==> src/apc_pkg.sv <==
// constants for the auxiliary pin function control block
package apc_pkg;
  // register index as printed; the apb byte address is four times it
  localparam logic [6:0]  REG_INDEX     = 7'h63;
  localparam logic [11:0] REG_ADDR      = {3'h0, REG_INDEX, 2'h0};
  localparam int          ADDR_W        = 12;

  // field positions
  localparam int          FUNC_HI       = 7;
  localparam int          FUNC_LO       = 4;
  localparam int          OUTVAL_POS    = 3;
  localparam int          INVAL_POS     = 2;
  localparam int          REPEAT_POS    = 1;

  // reset values
  localparam logic [3:0]  FUNC_RST      = 4'h0;
  localparam logic        OUTVAL_RST    = 1'h0;
  localparam logic        INVAL_RST     = 1'h0;
  localparam logic        REPEAT_RST    = 1'h0;

  // function codes
  localparam logic [3:0]  FN_DISABLED   = 4'h0;
  localparam logic [3:0]  FN_RESERVED   = 4'h1;
  localparam logic [3:0]  FN_JACK       = 4'h2;
  localparam logic [3:0]  FN_GPIN       = 4'h3;
  localparam logic [3:0]  FN_GPOUT      = 4'h4;
  localparam logic [3:0]  FN_MIC_LO     = 4'h5;
  localparam logic [3:0]  FN_MIC_HI     = 4'h7;
  localparam logic [3:0]  FN_BITCLK     = 4'h8;
  localparam logic [3:0]  FN_HS_BTN     = 4'h9;
  localparam logic [3:0]  FN_ALL4       = 4'hA;
  localparam logic [3:0]  FN_SC_NOISE   = 4'hB;
  localparam logic [3:0]  FN_SC_BTN     = 4'hC;
  localparam logic [3:0]  FN_SC         = 4'hD;
  localparam logic [3:0]  FN_NOISE      = 4'hE;
  localparam logic [3:0]  FN_BTN        = 4'hF;

  // timing
  localparam int          CLK_PERIOD_NS = 25;
  localparam int          INT_PULSE_NS  = 2000000;
  localparam int          JACK_PULSE_NS = 1750000;
  localparam int          INT_PULSE_CYC = INT_PULSE_NS / CLK_PERIOD_NS;
  localparam int          JACK_PULSE_CYC = JACK_PULSE_NS / CLK_PERIOD_NS;
  localparam int          CNT_W         = 17;
endpackage : apc_pkg

==> src/apc_aux_pin.sv <==
// function selection and control for one multipurpose audio codec pin
//
// Function
// bits 7:4 pick pin function, reset zero; zero leaves pin fully idle
// software never writes code 0001, it is reserved
// code 0010 outputs jack detect interrupt, active high, about 1.75 ms
// code 0011 makes the pin an input, level shown in input bit
// code 0100 makes the pin an output driving the output value bit
// codes 0101-0111 take mic data on both mic clock edges
// code 1000 carries serial bit clock, direction set elsewhere
// code 1001 outputs headset OR button interrupt
// code 1010 outputs headset OR button OR short OR noise
// code 1011 outputs short-circuit OR noise interrupt
// code 1100 outputs short-circuit OR button interrupt
// code 1101 outputs only the short-circuit interrupt
// code 1110 outputs only the noise interrupt
// code 1111 outputs the button or hookswitch interrupt
// bit 3 is output level, reset zero, used as output
// bit 2 read-only, shows the level on the pin, reset zero
// bit 1 zero: each interrupt is one high pulse of about 2 ms; the code 0010 jack pulse is about 1.75 ms here
// bit 1 one: pulses repeat until the flags register is read
// software never writes bit 0; it reads zero
// driver released whenever the function is not an output
//
// Local design decision: the APB interface to the registers.
`timescale 1ns/1ps
`default_nettype none

module apc_aux_pin #(
  parameter int PULSE_CYC = apc_pkg::INT_PULSE_CYC,
  parameter int JACK_CYC  = apc_pkg::JACK_PULSE_CYC
) (
  input  wire logic                      sys_clk,
  input  wire logic                      rstn,
  input  wire logic                      psel,
  input  wire logic                      penable,
  input  wire logic                      pwrite,
  input  wire logic [apc_pkg::ADDR_W-1:0] paddr,
  input  wire logic [31:0]               pwdata,
  output var  logic [31:0]               prdata,
  output var  logic                      pready,
  output var  logic                      pslverr,
  input  wire logic                      pinIn,
  output var  logic                      pinOut,
  output var  logic                      pinOeN,
  input  wire logic                      headsetIrq,
  input  wire logic                      buttonIrq,
  input  wire logic                      shortIrq,
  input  wire logic                      noiseIrq,
  input  wire logic                      flagsRead,
  input  wire logic                      micClk,
  output var  logic                      micRiseData,
  output var  logic                      micFallData,
  input  wire logic                      bitClkDirOut,
  input  wire logic                      bitClkSrc,
  output var  logic                      bitClkFromPin
);

  typedef enum logic [2:0] {
    PS_IDLE = 3'h1,
    PS_HIGH = 3'h2,
    PS_GAP  = 3'h4
  } apc_pulse_t;

  typedef struct packed {
    logic [3:0]               func;
    logic                     outVal;
    logic                     inVal;
    logic                     repeatMode;
    apc_pulse_t               pState;
    logic [apc_pkg::CNT_W-1:0] cnt;
    logic                     srcPrev;
    logic                     readSeen;
    logic                     micPrev;
    logic                     micRise;
    logic                     micFall;
    logic                     pinOut;
    logic                     pinOeN;
    logic                     bitClkIn;
    logic [31:0]              prdata;
    logic                     pready;
    logic                     pslverr;
  } apc_state_t;

  localparam logic [apc_pkg::CNT_W-1:0] PULSE_LAST = apc_pkg::CNT_W'(PULSE_CYC - 1);
  localparam logic [apc_pkg::CNT_W-1:0] JACK_LAST  = apc_pkg::CNT_W'(JACK_CYC - 1);

  apc_state_t st_q;
  apc_state_t st_d;

  logic intSrc;
  logic intFunc;
  logic isMic;
  logic hit;
  logic wrAcc;

  // interrupt source selection by function code
  always_comb
  begin
    intFunc = 1'b1;
    case (st_q.func)
      // jack detect alone
      apc_pkg::FN_JACK:     intSrc = headsetIrq;
      // headset or button
      apc_pkg::FN_HS_BTN:   intSrc = headsetIrq | buttonIrq;
      // four sources
      apc_pkg::FN_ALL4:     intSrc = headsetIrq | buttonIrq | shortIrq | noiseIrq;
      // short or noise
      apc_pkg::FN_SC_NOISE: intSrc = shortIrq | noiseIrq;
      // short or button
      apc_pkg::FN_SC_BTN:   intSrc = shortIrq | buttonIrq;
      // short only
      apc_pkg::FN_SC:       intSrc = shortIrq;
      // noise only
      apc_pkg::FN_NOISE:    intSrc = noiseIrq;
      // button or hookswitch
      apc_pkg::FN_BTN:      intSrc = buttonIrq;
      default:
      begin
        intSrc  = 1'b0;
        intFunc = 1'b0;
      end
    endcase
  end

  assign isMic = (st_q.func >= apc_pkg::FN_MIC_LO) && (st_q.func <= apc_pkg::FN_MIC_HI);
  assign hit   = (paddr == apc_pkg::REG_ADDR);
  assign wrAcc = psel && penable && st_q.pready && pwrite && hit;

  always_comb
  begin
    st_d = st_q;

    // apc bus: pready rises in the access cycle, zero wait states
    st_d.pready  = psel && !penable;
    st_d.pslverr = psel && !penable && !hit;
    st_d.prdata  = 32'h0000_0000;
    if (psel && !penable && hit && !pwrite)
    begin
      // bit 0 reads zero
      st_d.prdata[apc_pkg::FUNC_HI:apc_pkg::FUNC_LO] = st_q.func;
      st_d.prdata[apc_pkg::OUTVAL_POS]               = st_q.outVal;
      st_d.prdata[apc_pkg::INVAL_POS]                = st_q.inVal;
      st_d.prdata[apc_pkg::REPEAT_POS]               = st_q.repeatMode;
    end
    if (wrAcc)
    begin
      // function field write
      st_d.func       = pwdata[apc_pkg::FUNC_HI:apc_pkg::FUNC_LO];
      // output level bit
      st_d.outVal     = pwdata[apc_pkg::OUTVAL_POS];
      st_d.repeatMode = pwdata[apc_pkg::REPEAT_POS];
    end

    // input level sampled for status
    // pin level tracked in every mode
    st_d.inVal = pinIn;

    // both mic clock edges capture data; micClk is sampled, so it
    // must stay well below half the system clock
    st_d.micPrev = micClk;
    if (isMic && micClk && !st_q.micPrev)
      st_d.micRise = pinIn;
    if (isMic && !micClk && st_q.micPrev)
      st_d.micFall = pinIn;

    // bit clock seen from the pin when it is an input
    st_d.bitClkIn = (st_q.func == apc_pkg::FN_BITCLK) ? pinIn : 1'b0;

    // interrupt pulse machine, triggered on a rising source
    st_d.srcPrev = intSrc;
    case (st_q.pState)
      PS_IDLE:
      begin
        if (intFunc && intSrc && !st_q.srcPrev)
        begin
          st_d.pState = PS_HIGH;
          st_d.readSeen = 1'b0;
          // jack selection uses the shorter pulse
          st_d.cnt = (st_q.func == apc_pkg::FN_JACK) ? JACK_LAST : PULSE_LAST;
        end
      end
      PS_HIGH:
      begin
        // a read here must not be lost before the pulse ends
        if (flagsRead)
          st_d.readSeen = 1'b1;
        if (!intFunc)
          st_d.pState = PS_IDLE;
        else if (st_q.cnt != '0)
          st_d.cnt = st_q.cnt - 1'b1;
        // repeating mode leaves a gap and fires again
        else if (st_q.repeatMode && !flagsRead && !st_q.readSeen)
        begin
          st_d.pState = PS_GAP;
          st_d.cnt    = PULSE_LAST;
        end
        // single pulse ends here
        else
          st_d.pState = PS_IDLE;
      end
      PS_GAP:
      begin
        // a read of the flags ends the train
        if (!intFunc || flagsRead || !st_q.repeatMode)
          st_d.pState = PS_IDLE;
        else if (st_q.cnt != '0)
          st_d.cnt = st_q.cnt - 1'b1;
        else
        begin
          st_d.pState = PS_HIGH;
          st_d.cnt = (st_q.func == apc_pkg::FN_JACK) ? JACK_LAST : PULSE_LAST;
        end
      end
      default:
        st_d.pState = PS_IDLE;
    endcase

    // pin driver; flagsRead in the high phase does not cut the pulse short
    // released unless the function drives
    st_d.pinOeN = 1'b1;
    st_d.pinOut = 1'b0;
    if (st_q.func == apc_pkg::FN_GPOUT)
    begin
      // drive the output level bit
      st_d.pinOeN = 1'b0;
      st_d.pinOut = st_q.outVal;
    end
    else if (st_q.func == apc_pkg::FN_BITCLK && bitClkDirOut)
    begin
      // bit clock driven out
      st_d.pinOeN = 1'b0;
      st_d.pinOut = bitClkSrc;
    end
    else if (intFunc)
    begin
      st_d.pinOeN = 1'b0;
      st_d.pinOut = (st_q.pState == PS_HIGH);
    end
  end

  always_ff @(posedge sys_clk or negedge rstn)
  begin
    if (!rstn)
    begin
      st_q            <= '0;
      st_q.func       <= apc_pkg::FUNC_RST;
      st_q.outVal     <= apc_pkg::OUTVAL_RST;
      st_q.inVal      <= apc_pkg::INVAL_RST;
      st_q.repeatMode <= apc_pkg::REPEAT_RST;
      st_q.pState     <= PS_IDLE;
      st_q.pinOeN     <= 1'b1;
    end
    else
      st_q <= st_d;
  end

  assign prdata        = st_q.prdata;
  assign pready        = st_q.pready;
  assign pslverr       = st_q.pslverr;
  assign pinOut        = st_q.pinOut;
  assign pinOeN        = st_q.pinOeN;
  assign micRiseData   = st_q.micRise;
  assign micFallData   = st_q.micFall;
  assign bitClkFromPin = st_q.bitClkIn;
endmodule : apc_aux_pin

`default_nettype wire

==> config.mk <==
export PLATFORM = sky130hd
export DESIGN_NAME = apc_aux_pin
export DESIGN_NICKNAME = d
export VERILOG_FILES = /design/src/apc_pkg.sv /design/src/apc_aux_pin.sv
export SDC_FILE = /design/constraint.sdc
export NUM_CORES = 1
export LEC_CHECK = 0
export BUFFER_PORTS_ARGS = -buffer_cell sky130_fd_sc_hd__buf_2
export CORE_MARGIN = 8
export CORE_UTILIZATION = 45
export CTS_CLUSTER_DIAMETER = 120
export DETAILED_ROUTE_END_ITERATION = 8
export HOLD_SLACK_MARGIN = 0.05
export PLACE_DENSITY = 0.84
export SYNTH_ARGS = -nofsm -noshare
export SYNTH_HDL_FRONTEND = slang
export SYNTH_SLANG_ARGS = --single-unit
==> constraint.sdc <==
create_clock -name sys_clk -period 5.1 [get_ports sys_clk]
set_input_delay 0.255 -clock sys_clk [delete_from_list [all_inputs] [get_ports sys_clk]]
set_output_delay 0.255 -clock sys_clk [all_outputs]
set_load 0.01 [all_outputs]
# Yosys cells after proc, flatten, opt, wreduce, memory -nomap -nowiden
# Index checks and enable logic that the tools add are counted.
# classes
n_bitwise	5
n_reduce_logical	37
addsub	1
magnitude_cmp	2
n_mux	24
n_eq_ne	21
# ops
operator	n
2-to-1 mux 17 bit	5
one-hot mux 17 bit (3 select lines)	1
equality test 4 bit (second input constant)	8
2-to-1 mux 20 bit	1
logical AND 1 bit	18
nonzero test 17 bit	1
subtractor 17 x 1 -> 17 bit (second input constant)	1
2-to-1 mux 3 bit	5
2-to-1 mux 14 bit	1
equality test 12 x 9 -> 1 bit (second input constant)	1
logical NOT 1 bit	10
inequality test 3 bit (second input constant)	3
one-hot mux 3 bit (3 select lines)	1
inequality test 2 bit (second input constant)	4
one-hot mux 1 bit (8 select lines)	1
OR reduction 8 bit	1
2-to-1 mux 7 bit	1
2-to-1 mux 2 bit	3
AND reduction 3 bit	2
bitwise OR 1 bit	5
AND reduction 5 bit	1
equality test 4 x 2 -> 1 bit (second input constant)	1
equality test 4 x 3 -> 1 bit (second input constant)	1
greater-or-equal comparator 4 x 3 -> 1 bit (second input constant)	1
other kinds (9)	13
# totals
wordCells	107
inputBits	58
regBits	44
out_inout_bits	39

# Depth between registers and ports, before layout
# depth
depth_word	8
depth_mapped	11
ltp_nobuf	9

# Worst setup path after synthesis
# OpenSTA, ideal clock, no wires.
# synth_timing
path_type	register to register
from	reg st_q[65] in the netlist's numbering
to	reg st_q[50] in the netlist's numbering
arrival_ns	1.991
path_slack_ns	2.989
path_buffers	2
synth_period_minus_slack_ns	2.111
stages_incl_launch_ff	9
path_cell_list	dfrtp_1 > buf_2 > or3b_4 > a2111oi_4 > a211oi_1 > a32oi_2 > buf_6 > o21ai_1 > a22o_1
# synth_via
elab_chain_len	8
# synth_lines
item	line_no	rtl
start, declared	apc_aux_pin.sv:88	apc_state_t st_q;
start signal, assigned	apc_aux_pin.sv:255	st_q <= st_d;
equality test 4 x 2 -> 1 bit or equality test 4 bit (tied branches)	apc_aux_pin.sv:101, apc_aux_pin.sv:180, apc_aux_pin.sv:212	
OR reduction 8 bit (no source line)	-	
2-to-1 mux 1 bit	apc_aux_pin.sv:101	case (st_q.func)
logical NOT 1 bit	apc_aux_pin.sv:205	if (!intFunc || flagsRead || !st_q.repeatMode)
logical OR 1 bit (2 in series)	apc_aux_pin.sv:205	
inequality test 2 bit (no source line)	-	
AND reduction 5 bit (no source line)	-	
# Several ways; a longest one is shown, not always the timed one. The select of a mux whose other input is x is not followed.
# A chain may end at the register's enable or synchronous reset.

# Worst setup path after layout
# layout_timing
from	reg st_q[65] in the netlist's numbering
to	reg st_q[52] in the netlist's numbering
# layout_via
elab_chain_len	8
# layout_lines
item	line_no
equality test 4 x 2 -> 1 bit or equality test 4 bit (tied branches)	apc_aux_pin.sv:101
OR reduction 8 bit (no source line)	-
2-to-1 mux 1 bit	apc_aux_pin.sv:101
logical NOT 1 bit	apc_aux_pin.sv:205
logical OR 1 bit (2 in series)	apc_aux_pin.sv:205
inequality test 2 bit (no source line)	-
AND reduction 5 bit (no source line) *	-
# Mark *: on every way between the ends. The rest lies on a longest branch, timed or not.

==> impl_results.md <==
- CTS max path bufs: 2
- GPL Wtd Cong: 0.8928
- Initial DRC count: 158
- Min-delay src: micClk
- Yosys warnings: 0
- DRT Pass-1 Iters: 4
- Slew @ Worst Pin: 1.043 ns
- Flop2flop setup slack: 1.97 ns
- Cts hold-fix bufs: 0
- Hpwl dp: 4146 um
- Final non-filler cell total: 368
- Final-report setup violation count: 0
- Die H: 90.82 um
- Setup Fix Bufs, Post-CTS: 0
- Clock network power share: 38.7%
- Reg2reg end: st_q[52]
- Hold WC Path Type: primary input to register
- Grt total ovfl: 0
- Hold Crit Depth: 1
- DR WL/cell: 15.31 um
- Via Count: 1940
- Rows: 27
- Post_cts resized: 0
- Outcome: finished clean
- Yosys reg bits: 44
- Netlist cell types: 54
- Total negative slack: 0 ns
- Max_slew headroom: 30.45%
- Crit share post-route: 61.33%
- WP data arrival: 3.32 ns
- Setup CP Type: register to register
- Hold Slack: 0.07732 ns
- CP required: 5.29 ns
- Final ANT Viol Nets: 0
- GR Util All Layers: 13.83%
- Peak VDD IR: 0.1614 mV
- Initial Utilization: 46.02%
- Hold EP: st_q[39]
- Number of buffers created by CTS: 5
- FF-to-FF Start: st_q[65]
- Synth Instances: 262
- Dominant synthesized flop cell: dfrtp_1
- Max cap viols: 0
- CTS tree: built
- Die area: 8247 um2
- Synth-to-layout area growth: 8.991%
- Combinational power share: 8.8%
- Routed WL: 5634 um
- Nets: 354
- Routed vias/inst: 5.272
- CP Launch Type: register
- DR DRC count: 0
- Sw Pwr: 0.1812 mW
- Pin count of the biggest net entering global routing: 45
- Critical path endpoint category: register
- N_diodes: 0
- Share of layout cells above drive strength 1: 23.31%
- Seq pwr share: 52.6%
- Skew-Pair Late Insertion Delay: 0.31 ns
- Placed instance count: 360
- R2r worst-path depth: 7
- Cell internal pwr: 0.5349 mW
- PortBufs: 45
- Initial antenna violation count: 0
- First-pass GRT wire length: 9439 um
- CTS H-Tree Depth: 2
- Power density over cell area: 260.9 nW/um2
- Switching part of the total: 25.31%
- Layout Skew: 0.008621 ns
- Min cycle time layout: 3.128 ns
- RSZ-0062 raised after global routing: false
- Reg clk slew, reported paths: 0.09 ns
- Mapped Avg Cell Area: 9.613 um2
- Sequential fraction of the synthesis area: 43.82%
- Syn Std Cell Area: 2519 um2
- FFs w/ async S/R, synth: 100.0%
- Fmax: 319.7 MHz
- Sink Count: 44
- Post-synth EDFFs: 0
- Max FO, Critical Path: 22
- Root Buffer: clkbuf_8
- Vias in the first global route: 2016
- Core Region: 5473 um2
- Final hold violation count: 0
- Die Width: 90.82 um
- Io pins: 97
- Pins Over Slew Limit: 0
- Leakage: 1.298 nW
==> synthesized netlist by cell type (3+ instances only) <==
master    instances  area (um2)
a21o_1            4       30.03
nor2_1           16       60.06
dfrtp_1          42        1051
nand3_1           6       30.03
a31oi_1           9       56.30
a22o_1            3       26.28
nor4_1            5       31.28
o21ai_0          11       55.05
nand2_1          17       63.81
mux2_2            8       90.09
nand2b_1          5       31.28
o21a_1            4       30.03
buf_2             5       25.02
or3_1             5       31.28
a21oi_1          15       75.07
clkbuf_1          5       18.77
and2_1           11       68.82
inv_1             6       22.52
nor3b_1           5       37.54
nor3_1            8       40.04
nor4b_1           3       26.28
buf_4            32       240.2
==> worst max-delay path: stages, from the launching register on <==
cell	delay [ns]
dfrtp_1	0.67
o21ai_0	0.36
a2111oi_4	0.46
a211oi_1	0.15
a32oi_2	0.84
inv_1	0.21
o21ai_0	0.23
o21ai_1	0.09
==> per-stage QoR <==
| step | utilization (%) | power (mW) | instance area [um2] | worst slack [ns] |
|---|---|---|---|---|
| 6_report | 50.16 | 0.7161 | 2745 | 1.972 |
| 3_3_place_gp | 48.03 | 0.4426 | 2629 | 2.219 |
| 2_1_floorplan | - | 0.4302 | 2609 | 2.989 |
| 5_1_grt | 50.16 | 0.7478 | 2745 | 1.694 |
| 4_1_cts | 50.16 | 0.7234 | 2745 | 2.001 |
| 3_5_place_dp | 48.03 | 0.4457 | 2629 | 2.048 |
==> sequential cells by signal, summed over array words and instances (netlist names) <==
| name | cells |
|---|---|
| prdata | 7 |
| bitClkFromPin | 1 |
| st_q | 30 |
| pready | 1 |
| pinOut | 1 |
| micFallData | 1 |
| pinOeN | 1 |
| pslverr | 1 |
| micRiseData | 1 |
==> cell usage in the layout (no fill, tap or decap), drive strengths merged, types with 2 or more instances in the layout <==
cell and count:
a21o 4, a21oi 15, a22o 3, a31oi 9
and2 11, buf 45, clkbuf 5, clkinv 2
conb 25, dfrtp 42, dfstp 2, inv 6
mux2 8, mux2i 2, nand2 17, nand2b 5
nand3 6, nor2 16, nor3 8, nor3b 5
nor4 6, nor4b 3, o21a 4, o21ai 13
o31ai 2, or2 3, or3 5, or3b 2
==> power groups by stage <==
stage / clock network (mW) / registers [mW] / logic, mW
floorplan: 0 / 0.380 / 0.0499
global placement: 0 / 0.382 / 0.0607
detailed placement: 0 / 0.383 / 0.0632
CTS: 0.284 / 0.376 / 0.0632
global route: 0.297 / 0.379 / 0.0717
finish: 0.277 / 0.377 / 0.0627
==> worst max path at each step <==
stage	startpoint	end	slack [ns]	cells past startpoint
3_5_place_dp	st_q[65]	st_q[52]	2.05	7
4_1_cts	st_q[65]	st_q[52]	2.00	7
3_3_place_gp	st_q[66]	st_q[52]	2.22	7
6_report	st_q[65]	st_q[52]	1.97	7
5_1_grt	st_q[65]	st_q[52]	1.69	7
2_1_floorplan	st_q[65]	st_q[50]	2.99	8
==> per-layer routing <==
metal  share of wire [%]  track usage [%]
met1                  41            14.86
met2                  52            24.48
met3                 5.2            4.489
met4                 1.8            5.457
met5                   0                0
==> logic make-up after synthesis <==
| group | after synthesis | synth area share [%] |
|---|---|---|
| other cells | 1 | 0.1489 |
| mux | 10 | 4.372 |
| fa+ha+maj | 1 | 0.4967 |
| simple gates | 94 | 21.16 |
| buf+inv | 49 | 12.62 |
| compound gates | 63 | 17.39 |
| flops | 44 | 43.82 |
==> layout make-up <==
cell class	count	area, um2
inverters	6	22.52
clock buffers	5	68.82
clock inverters	3	47.55
fillers	523	2728
flip-flops and latches	44	1104
multi-input cells	193	1187
well taps	72	90.09
repair buffers	45	225.2
Power figures use the tool's default switching activity.
